`config.mk`:
```
export PLATFORM = sky130hd
export DESIGN_NAME = lccr_regs
export DESIGN_NICKNAME = d
export VERILOG_FILES = /design/src/lccr_pkg.sv /design/src/lccr_cap_if.sv /design/src/lccr_ilas_capture.sv /design/src/lccr_regs.sv
export VERILOG_INCLUDE_DIRS = /design/src /design/src/src
export SDC_FILE = /design/constraint.sdc
export NUM_CORES = 1
export LEC_CHECK = 0
export BUFFER_PORTS_ARGS = -buffer_cell sky130_fd_sc_hd__buf_4
export CORE_AREA = 2 2 289 291
export DETAILED_ROUTE_END_ITERATION = 10
export DIE_AREA = 0 0 291 293
export SYNTH_ARGS = -nofsm -noshare
export SYNTH_HDL_FRONTEND = slang
export SYNTH_HIERARCHICAL = 1
export SYNTH_SLANG_ARGS = --single-unit
```
`constraint.sdc`:
```
create_clock -name clk_i -period 3.6 [get_ports clk_i]
set_clock_uncertainty 0.15 [all_clocks]
set_input_delay 0.54 -clock clk_i [delete_from_list [all_inputs] [get_ports clk_i]]
set_output_delay 0.54 -clock clk_i [all_outputs]
set_load 0.03 [all_outputs]
```
`src/lccr_cfg.svh`:
```
// Register map, field positions and reset values of the lane config capture bank.
// Assumes inclusion by bare name from the package and the design files.
`ifndef LCCR_CFG_SVH
`define LCCR_CFG_SVH

// Printed offsets are register indices; byte address is four times the index
`define LCCR_IDX_LANE_INVERT   12'h0334
`define LCCR_IDX_DEVICE_IDENT  12'h0400
`define LCCR_IDX_BANK_IDENT    12'h0401
`define LCCR_IDX_LANE_IDENT    12'h0402
`define LCCR_IDX_SCRAMBLE_L    12'h0403
`define LCCR_IDX_OCTETS_FRAME  12'h0404
`define LCCR_IDX_FRAMES_MF     12'h0405
`define LCCR_IDX_CONVERTERS    12'h0406
`define LCCR_IDX_CS_RES        12'h0407
`define LCCR_IDX_SUBCLASS_NP   12'h0408
// Own capture status register: bit 0 set once any configuration was taken
`define LCCR_IDX_CAPTURE_STAT  12'h0410

// Reset values
`define LCCR_RST_BYTE          8'h00

// Field positions inside the configuration octets
`define LCCR_LID_MSB           4
`define LCCR_PHADJ_BIT         5
`define LCCR_ADJDIR_BIT        6
`define LCCR_SCR_BIT           7
`define LCCR_L_MSB             4
`define LCCR_K_MSB             4
`define LCCR_N_MSB             4
`define LCCR_CS_LSB            6
`define LCCR_NP_MSB            4
`define LCCR_SUBCLASS_LSB      5
`define LCCR_SUBCLASS_MSB      7

// Configuration octet positions in the lane 0 sequence
`define LCCR_CFG_OCTETS        4'h9
`define LCCR_OCT_DID           4'h0
`define LCCR_OCT_BID           4'h1
`define LCCR_OCT_LID           4'h2
`define LCCR_OCT_SCR_L         4'h3
`define LCCR_OCT_F             4'h4
`define LCCR_OCT_K             4'h5
`define LCCR_OCT_M             4'h6
`define LCCR_OCT_CS_N          4'h7
`define LCCR_OCT_NP            4'h8

`endif

```
`src/lccr_pkg.sv`:
```
// Types shared by the lane config capture bank modules.
// Assumes the constants header is found on the include path.
`include "lccr_cfg.svh"
package lccr_pkg;
  // Bus address index width (word index)
  typedef logic [11:0] lccr_index_type;
  // One configuration octet
  typedef logic [7:0] lccr_byte_type;
  // Captured configuration bank
  typedef lccr_byte_type [8:0] lccr_bank_type;
endpackage

```
`src/lccr_cap_if.sv`:
```
// Interface carrying captured lane 0 configuration from capture to bank.
// Assumes one clock domain, shared by both modules.
`timescale 1ns/10ps
`default_nettype none
interface lccr_cap_if;
  import lccr_pkg::*;
  lccr_bank_type bank;    // Captured octets
  logic          seen;    // Any sequence captured
  modport capture (output bank, output seen);
  modport bank_side (input bank, input seen);
endinterface
`default_nettype wire

```
`src/lccr_ilas_capture.sv`:
```
// Capture of the lane 0 link configuration octets during alignment.
// Assumes cfg_valid_i marks configuration octets in order, start first.
`timescale 1ns/10ps
`default_nettype none
`include "lccr_cfg.svh"
module lccr_ilas_capture (
  input  wire logic         clk_i,        // 40 MHz clock
  input  wire logic         rst_i,        // Sync reset, high
  input  wire logic         cfg_start_i,  // First configuration octet
  input  wire logic         cfg_valid_i,  // Octet valid
  input  wire logic [7:0]   cfg_octet_i,  // Octet from lane 0
  lccr_cap_if.capture       cap           // Captured bank out
);
  import lccr_pkg::*;

  logic [3:0]    octet_pos;   // Position within sequence
  lccr_bank_type shadow;      // Octets under assembly

  // Octet position; start octet sets it to the second slot (bank ident)
  // Reset parks it past the end, so stray octets before a start never publish
  always_ff @(posedge clk_i) begin
    if (rst_i) begin
      octet_pos <= `LCCR_CFG_OCTETS;
    end else if (cfg_valid_i) begin
      if (cfg_start_i) begin
        octet_pos <= `LCCR_OCT_BID;
      end else if (octet_pos != `LCCR_CFG_OCTETS) begin
        octet_pos <= octet_pos + 4'h1;
      end
    end
  end

  // Assemble; whole set published only when complete, so readers see one set
  always_ff @(posedge clk_i) begin
    if (rst_i) begin
      shadow   <= '0;
      cap.bank <= '0;
      cap.seen <= 1'b0;
    end else if (cfg_valid_i) begin
      if (cfg_start_i) begin
        shadow[`LCCR_OCT_DID] <= cfg_octet_i;
      end else if (octet_pos == `LCCR_OCT_NP) begin
        cap.bank <= shadow;
        cap.bank[`LCCR_OCT_NP] <= cfg_octet_i;
        cap.seen <= 1'b1;
      end else if (octet_pos != `LCCR_CFG_OCTETS) begin
        shadow[octet_pos] <= cfg_octet_i;
      end
    end
  end
endmodule
`default_nettype wire

```
`src/lccr_regs.sv`:
```
// What this block does
// - Bit n inverts lane n data
// - Capture device and bank identifiers, read-only
// - Capture lane ident, phase request, direction
// - Scramble flag lands in bit seven
// - Lane count read as lanes minus one
// - Frames per multiframe held minus one
// - Converter count held minus one
// - Control bits field always reads zero
// - Resolution held minus one, five bits
// - Bits per sample held minus one
// - Capture subclass version, read-only
//
// Register bank of the receiver: lane inversion control and the
// captured lane 0 configuration, reached over classic Wishbone.
// Assumes all lane data and the bus share clk_i.
`timescale 1ns/10ps
`default_nettype none
`include "lccr_cfg.svh"
module lccr_regs #(
  parameter int LANES = 8,   // Receive lanes
  parameter int LANE_W = 40  // Deserialized bits per lane
) (
  input  wire logic                   clk_i,         // 40 MHz clock
  input  wire logic                   rst_i,         // Sync reset, high
  // Wishbone slave
  input  wire logic                   wb_cyc_i,      // Cycle
  input  wire logic                   wb_stb_i,      // Strobe
  input  wire logic                   wb_we_i,       // Write enable
  input  wire logic [13:0]            wb_adr_i,      // Byte address
  input  wire logic [3:0]             wb_sel_i,      // Byte lanes
  input  wire logic [31:0]            wb_dat_i,      // Write data
  output logic      [31:0]            wb_dat_o,      // Read data
  output logic                        wb_ack_o,      // Acknowledge
  // Lane 0 configuration octets
  input  wire logic                   cfg_start_i,   // First octet
  input  wire logic                   cfg_valid_i,   // Octet valid
  input  wire logic [7:0]             cfg_octet_i,   // Octet value
  // Lane data path
  input  wire logic [LANES*LANE_W-1:0] lane_data_i,  // Raw deserialized
  output logic      [LANES*LANE_W-1:0] lane_data_o   // After inversion
);
  import lccr_pkg::*;

  lccr_cap_if     cap_bus ();     // Captured configuration
  lccr_byte_type  lane_invert_bits; // Inversion control
  lccr_index_type word_idx;       // Register index
  logic           bus_req;        // Live request
  logic [31:0]    next_rdata;     // Read mux output

  // Capture engine fed from lane 0; the far end must send it there
  lccr_ilas_capture u_capture (
    .clk_i       (clk_i),
    .rst_i       (rst_i),
    .cfg_start_i (cfg_start_i),
    .cfg_valid_i (cfg_valid_i),
    .cfg_octet_i (cfg_octet_i),
    .cap         (cap_bus.capture)
  );

  assign word_idx = wb_adr_i[13:2];
  // Ack pulse ends a request; ack high blocks a second take
  assign bus_req  = wb_cyc_i && wb_stb_i && !wb_ack_o;

  // Ack one cycle after the request is seen
  always_ff @(posedge clk_i) begin
    if (rst_i) begin
      wb_ack_o <= 1'b0;
    end else begin
      wb_ack_o <= bus_req;
    end
  end

  // Lane inversion control; only byte lane 0 carries it
  always_ff @(posedge clk_i) begin
    if (rst_i) begin
      lane_invert_bits <= `LCCR_RST_BYTE;
    end else if (bus_req && wb_we_i && wb_sel_i[0] &&
                 word_idx == `LCCR_IDX_LANE_INVERT) begin
      lane_invert_bits <= wb_dat_i[7:0];
    end
  end

  // Per-lane inversion, registered so outputs come from flip-flops
  genvar g;
  generate
    for (g = 0; g < LANES; g++) begin : g_lane
      always_ff @(posedge clk_i) begin
        if (rst_i) begin
          lane_data_o[g*LANE_W +: LANE_W] <= '0;
        end else if (lane_invert_bits[g]) begin
          lane_data_o[g*LANE_W +: LANE_W] <= ~lane_data_i[g*LANE_W +: LANE_W];
        end else begin
          lane_data_o[g*LANE_W +: LANE_W] <= lane_data_i[g*LANE_W +: LANE_W];
        end
      end
    end
  endgenerate

  // Read mux; captured fields are read-only, writes to them fall away.
  // Minus-one encodings arrive that way on the link and are kept as sent.
  always_comb begin
    next_rdata = 32'h0000_0000;
    case (word_idx)
      `LCCR_IDX_LANE_INVERT: begin
        next_rdata[7:0] = lane_invert_bits;
      end
      `LCCR_IDX_DEVICE_IDENT: begin
        next_rdata[7:0] = cap_bus.bank[`LCCR_OCT_DID];
      end
      `LCCR_IDX_BANK_IDENT: begin
        next_rdata[7:0] = cap_bus.bank[`LCCR_OCT_BID];
      end
      `LCCR_IDX_LANE_IDENT: begin
        // Ident, phase request and direction; bit 7 reserved
        next_rdata[`LCCR_LID_MSB:0] = cap_bus.bank[`LCCR_OCT_LID][`LCCR_LID_MSB:0];
        next_rdata[`LCCR_PHADJ_BIT] = cap_bus.bank[`LCCR_OCT_LID][`LCCR_PHADJ_BIT];
        next_rdata[`LCCR_ADJDIR_BIT] = cap_bus.bank[`LCCR_OCT_LID][`LCCR_ADJDIR_BIT];
      end
      `LCCR_IDX_SCRAMBLE_L: begin
        next_rdata[`LCCR_SCR_BIT] = cap_bus.bank[`LCCR_OCT_SCR_L][`LCCR_SCR_BIT];
        next_rdata[`LCCR_L_MSB:0] = cap_bus.bank[`LCCR_OCT_SCR_L][`LCCR_L_MSB:0];
      end
      `LCCR_IDX_OCTETS_FRAME: begin
        next_rdata[7:0] = cap_bus.bank[`LCCR_OCT_F];
      end
      `LCCR_IDX_FRAMES_MF: begin
        // Value as sent; only 16 or 32 frames are legal
        next_rdata[`LCCR_K_MSB:0] = cap_bus.bank[`LCCR_OCT_K][`LCCR_K_MSB:0];
      end
      `LCCR_IDX_CONVERTERS: begin
        next_rdata[7:0] = cap_bus.bank[`LCCR_OCT_M];
      end
      `LCCR_IDX_CS_RES: begin
        // Control bits field forced to zero; device takes none
        next_rdata[7:`LCCR_CS_LSB] = 2'b00;
        next_rdata[`LCCR_N_MSB:0] = cap_bus.bank[`LCCR_OCT_CS_N][`LCCR_N_MSB:0];
      end
      `LCCR_IDX_SUBCLASS_NP: begin
        next_rdata[`LCCR_NP_MSB:0] = cap_bus.bank[`LCCR_OCT_NP][`LCCR_NP_MSB:0];
        next_rdata[`LCCR_SUBCLASS_MSB:`LCCR_SUBCLASS_LSB] =
          cap_bus.bank[`LCCR_OCT_NP][`LCCR_SUBCLASS_MSB:`LCCR_SUBCLASS_LSB];
      end
      `LCCR_IDX_CAPTURE_STAT: begin
        next_rdata[0] = cap_bus.seen;
      end
      default: begin
        // Unmapped reads return zero and still ack
        next_rdata = 32'h0000_0000;
      end
    endcase
  end

  // Read data registered with the ack
  always_ff @(posedge clk_i) begin
    if (rst_i) begin
      wb_dat_o <= 32'h0000_0000;
    end else if (bus_req) begin
      wb_dat_o <= next_rdata;
    end
  end
endmodule
`default_nettype wire

```
==> impl_metrics.ini, run 1 <==
[place]
gp_congestion = 0.8334
place_hpwl_mm = 49.35
place_inst = 3463
io_buffers = 684

[sta]
slew_violations = 0
hold_viol_final = 0
max_freq_ghz = 0.4467
worstMarginPinSlew_ps = 1084
rsz0062_at_grt = false
period_needed_ps = 2239
slew_headroom_pct = 27.75
setup_viol = 0
final.period_utilization_pct = 62.19
holdWs_ps = 46.03
fin_tns_setup_ps = 0

[yosys]
synth_area_sq_um = 17480
yosys_warnings = 6
postSynthAreaPerCell_sq_um = 9.473
synth_cells = 1845

[floorplanning]
placementRows = 105
boundaryPins = 738
start_util_pct = 21.35
die_y_microns = 293
dieWidth_microns = 291
design.die.area_sq_um = 85260
core_sq_um = 81850

[cts]
cts.sinks = 460
cts_made_buffers = 53
cts_max_level = 2
clk_pin_slew_ps = 60
cts_tree = yes
clkLatencyLatePin_ps = 600
cts-root-buf = clkbuf_16
ctsResizeCount = 0
clk_path_buf_depth = 3

[power]
power_leakage_nw = 11.35
switching_power_w = 0.003414
internal-power_w = 0.009708
seq_power_share_pct = 41.0
swShare_pct = 26.02
power_density_nw_per_um2 = 474.4
clkPwrFrac_pct = 44.4
ir_drop_uv = 408.0
p_comb_share_pct = 14.7

[critical_path]
r2r-start = u_capture/octet_pos[0]
slowest_delay_ps = 720
rr_worst_depth = 6
startpoint = u_capture/octet_pos[0]
worstSetupEndpointType = flop
endpoint = u_capture/cap.bank[36]
r2r_end = u_capture/cap.bank[36]
startpoint_type = flop
reg2reg_slack_ps = 1360
path_class = flop to flop
cp_data_required_time_ps = 3980
critPathSlowestCell = and3b_2
crit_arrival_ps = 2620
crit_fanout = 39
crit_chain = inv_1, ha_1, and3b_2, buf_12, nand3_1, a21oi_1

[drt]
drc = 0
vias_per_cell = 4.133
ant_nets = 0
wirelength_mm = 69.90
vias = 15710
firstDrtPassIters = 7
routedWlPerCell_microns = 18.38
drtIter0Drc = 976

[finish]
fin_nets = 3071
fin_cells = 3802
area_growth_syn_to_layout_pct = 58.26
drive_gt1_share_pct = 31.01

[hold_path]
hold_start = lane_data_i[75]
hp-class = input pin to flop

[grt]
grt.overflow.total = 0
antenna_found_initial = 9
grt_pass1_vias = 15600
grt_max_degree = 79
grt_first_pass_wirelength_mm = 101.0
grt_util_all_layers_pct = 15.54

[flow_run]
cap_violations = 0

[outcome]
status = complete, no violations
[sequential cells by signal, summed over array words and instances (netlist names)]
signal / count
lane_data_o: 320
lane_invert_bits: 8
u_capture/cap.bank: 63
u_capture/cap.seen: 1
u_capture/octet_pos: 4
u_capture/shadow: 55
wb_ack_o: 1
wb_dat_o: 8
[worst max-delay path: cells and delay by family, from the launching register on]
kind            cells  cell delay [ps]
fa+ha+maj           1              250
simple gates        2              840
flops               1              360
buf+inv             2              410
compound gates      1              150
[cell usage in the layout (no fill, tap or decap), types with 4 or more instances in the layout]
master	count
nand2b_1	18
dlygate4sd3_1	234
conb_1	24
o21ai_1	14
inv_1	4
o21ai_0	110
diode_2	7
clkbuf_16	53
nand3b_1	5
mux2i_1	26
dfxtp_1	452
xnor2_1	320
nor2_1	341
a21o_1	4
nand3_1	118
a22o_1	4
buf_12	5
bufinv_16	9
a32oi_1	4
dfxtp_2	7
clkbuf_8	9
a21oi_1	120
clkbuf_1	9
nor4_1	5
nand2_1	16
and3b_1	5
mux2_2	5
buf_4	715
ha_1	4
nor2b_1	6
clkinv_2	12
[layout make-up]
class / count / area, sq um
Fill cell: 8246 / 54190
Sequential cell: 460 / 9221
Timing Repair Buffer: 955 / 7825
Multi-Input combinational cell: 1208 / 7367
Clock buffer: 71 / 1484
Tap cell: 1070 / 1339
Clock inverter: 27 / 391.6
Antenna cell: 7 / 17.52
Inverter: 4 / 15.01
[through the flow]
step           total power, W  setup slack, ps  utilization, %  cell area [sq um]
3_5_place_dp         0.007179             1095           28.62              23430
2_1_floorplan        0.006374             1444               -              17560
3_3_place_gp         0.007170             1106           28.62              23430
5_1_grt               0.01360             1218           33.78              27650
6_report              0.01312             1361           33.79              27660
4_1_cts               0.01329             1383           33.77              27640
[worst min-delay path by stage]
| stage | to | cells after the start |
|---|---|---|
| after floorplan | u_capture/cap.seen | 2 |
| after global placement | u_capture/cap.bank[20] | 2 |
| after detailed placement | u_capture/cap.bank[41] | 2 |
| after CTS | lane_data_o[268] | 3 |
| after global routing | lane_data_o[2] | 3 |
| final | lane_data_o[75] | 3 |
[power groups by stage]
stage | logic, W | registers (W) | clock network [W]
6_report | 0.00192 | 0.00538 | 0.00582
5_1_grt | 0.00203 | 0.00539 | 0.00618
4_1_cts | 0.00192 | 0.00537 | 0.00599
3_5_place_dp | 0.00169 | 0.00548 | 0
3_3_place_gp | 0.00169 | 0.00548 | 0
2_1_floorplan | 0.000519 | 0.00585 | 0
[per-layer routing]
metal	wire [microns]	global-route usage, %	share of wire, %	vias to the layer above
met5	13	0	0.019	-
met4	3055	6.786	4.4	2
met3	5210	3.669	7.5	111
met2	32470	25.37	46	621
met1	29150	19.54	42	7364
li1	-	-	-	7614
[repair_timing]
| item | CTS | global route |
|---|---|---|
| buffers inserted | 0 | 0 |
| hold endpoints to repair | 234 | 0 |
| hold buffers | 234 | 0 |
(Power assumes the default switching activity.)
==> run 2, diff against run 1 <==
==> constraint.sdc (replaced) <==
create_clock -name clk_i -period 1.9 [get_ports clk_i]
set_clock_uncertainty 0.15 [all_clocks]
set_input_delay 0.285 -clock clk_i [delete_from_list [all_inputs] [get_ports clk_i]]
set_output_delay 0.285 -clock clk_i [all_outputs]
set_load 0.03 [all_outputs]
==> impl_metrics.ini, run 2 (same netlist as run 1, synthesis figures left out) <==
[cts]
cts_max_level = 2
clk_path_buf_depth = 3
clkLatencyLatePin_ps = 610
cts-root-buf = clkbuf_16
clk_pin_slew_ps = 60
cts.sinks = 460
cts_made_buffers = 54
cts_tree = yes

[sta]
max_freq_ghz = 0.5518
period_needed_ps = 1812
final.period_utilization_pct = 95.38
fin_ws_ps = 87.79
slew_headroom_pct = 65.32
setup_viol = 0
fin_tns_setup_ps = 0
slew_violations = 0
worstMarginPinSlew_ps = 520.2
hold_viol_final = 0

[finish]
top_register = lane_data_o
largest_reg_flops = 320
fin_cells = 3974
drive_gt1_share_pct = 31.16
layout_commonest_cell = buf_4
reg_top3 = lane_data_o (320), u_capture/cap.bank (63), u_capture/shadow (55)
fin_nets = 3243
multi_input_area_sq_um = 7382
area_growth_syn_to_layout_pct = 68.92
final_cell_mix = 747 x buf_4, 451 x dfxtp_1, 351 x dlygate4sd3_1
register_area_sq_um = 9223
n_fill_cell = 8021

[critical_path]
worstSetupEndpointType = flop
r2r_end = u_capture/cap.bank[55]
r2r-start = u_capture/octet_pos[0]
startpoint_type = flop
crit_fanout = 19
endpoint = u_capture/cap.bank[55]
path_class = flop to flop
rr_worst_depth = 7
startpoint = u_capture/octet_pos[0]
crit_arrival_ps = 2160
cp_data_required_time_ps = 2250
reg2reg_slack_ps = 90

[floorplanning]
core_sq_um = 81850
design.die.area_sq_um = 85260
boundaryPins = 738
dieWidth_microns = 291
placementRows = 105
die_y_microns = 293
start_util_pct = 21.35

[power]
power.total_w = 0.02519
power_leakage_nw = 12.19
power_density_nw_per_um2 = 853.4
ir_drop_uv = 713.6

[place]
gp_congestion = 0.8315
place_hpwl_mm = 51.21
place_ws_ps = -141.1
io_buffers = 684
place_inst = 3511

[hold_path]
hp-class = input pin to flop

[drt]
wirelength_mm = 73.16
drc = 0
routedWlPerCell_microns = 18.41
firstDrtPassIters = 5
vias = 16580
ant_nets = 0
vias_per_cell = 4.172
drtIter0Drc = 1037

[outcome]
status = complete, no violations

[grt]
grt_max_degree = 86
grt.overflow.total = 0
antenna_found_initial = 10
grt_first_pass_wirelength_mm = 106.7
grt_pass1_vias = 16760
grt_util_all_layers_pct = 16.31

[flow_run]
cap_violations = 0
run 2: cell count changes in the layout (fill, tap and decap cells not counted), moves of 3 or more:
cell	before	now
buf_12	5	25
buf_4	715	747
bufinv_16	9	6
clkbuf_16	53	56
clkbuf_8	9	12
clkinv_2	12	7
dlygate4sd3_1	234	351
run 2: report_power, final:
| group | internal [W] | switching (W) |
|---|---|---|
| clock | 0.00662 | 0.00441 |
| sequential | 0.0100 | 0.000153 |
| combinational | 0.00188 | 0.00209 |
| total | 0.0185 | 0.00666 |
run 2: per-layer routing:
| layer | global-route usage, % | vias up | wire length, microns |
|---|---|---|---|
| met5 | 0 | - | 13 |
| li1 | - | 7963 | - |
| met1 | 20.28 | 7867 | 30910 |
| met4 | 6.382 | 2 | 2803 |
| met2 | 27.16 | 628 | 34770 |
| met3 | 3.956 | 120 | 4662 |
run 2: worst min-delay path by stage:
stage          depth (start not counted)  slack (ps)                  from                endpoint
4_1_cts                                5          30           wb_adr_i[6]             wb_dat_o[0]
6_report                               5          80           wb_adr_i[6]             wb_dat_o[0]
2_1_floorplan                          2         270        lane_data_i[0]          lane_data_o[0]
3_3_place_gp                           2         300  u_capture/shadow[14]  u_capture/cap.bank[14]
3_5_place_dp                           2         310  u_capture/shadow[19]  u_capture/cap.bank[19]
5_1_grt                                5          80           wb_adr_i[6]             wb_dat_o[0]
run 2: metrics by stage:
step	instance area, sq um	hold slack (ps)	utilization [%]
after floorplan	17560	271.8	-
after global placement	24040	300.4	29.37
after detailed placement	24040	306.1	29.37
after CTS	29430	31.53	35.96
after global routing	29510	77.05	36.05
final	29520	77.83	36.07
run 2: critical path: stages (launching register included):
cell and delay (ps):
dfxtp_1 360, inv_1 120, ha_2 210, buf_4 150, nand3b_4 180, clkbuf_16 240
o21ai_0 190, a21oi_1 90
run 2: layout make-up:
class | instances | area share [%]
Multi-Input combinational cell | 1209 | 25.00
Inverter | 4 | 0.05086
Timing Repair Buffer | 1125 | 32.73
Clock inverter | 22 | 1.047
Tap cell | 1070 | 4.535
Antenna cell | 9 | 0.07628
Clock buffer | 75 | 5.323
Sequential cell | 460 | 31.24
run 2: what timing repair did:
action / 4_1_cts / 5_1_grt
endpoints found under the hold margin: 395 / 0
setup buffers: 0 / 4
cloned: 0 / 2
hold buffers: 351 / 0
gates resized for setup: 1 / 4
endpoints found under the setup margin: 6 / 45
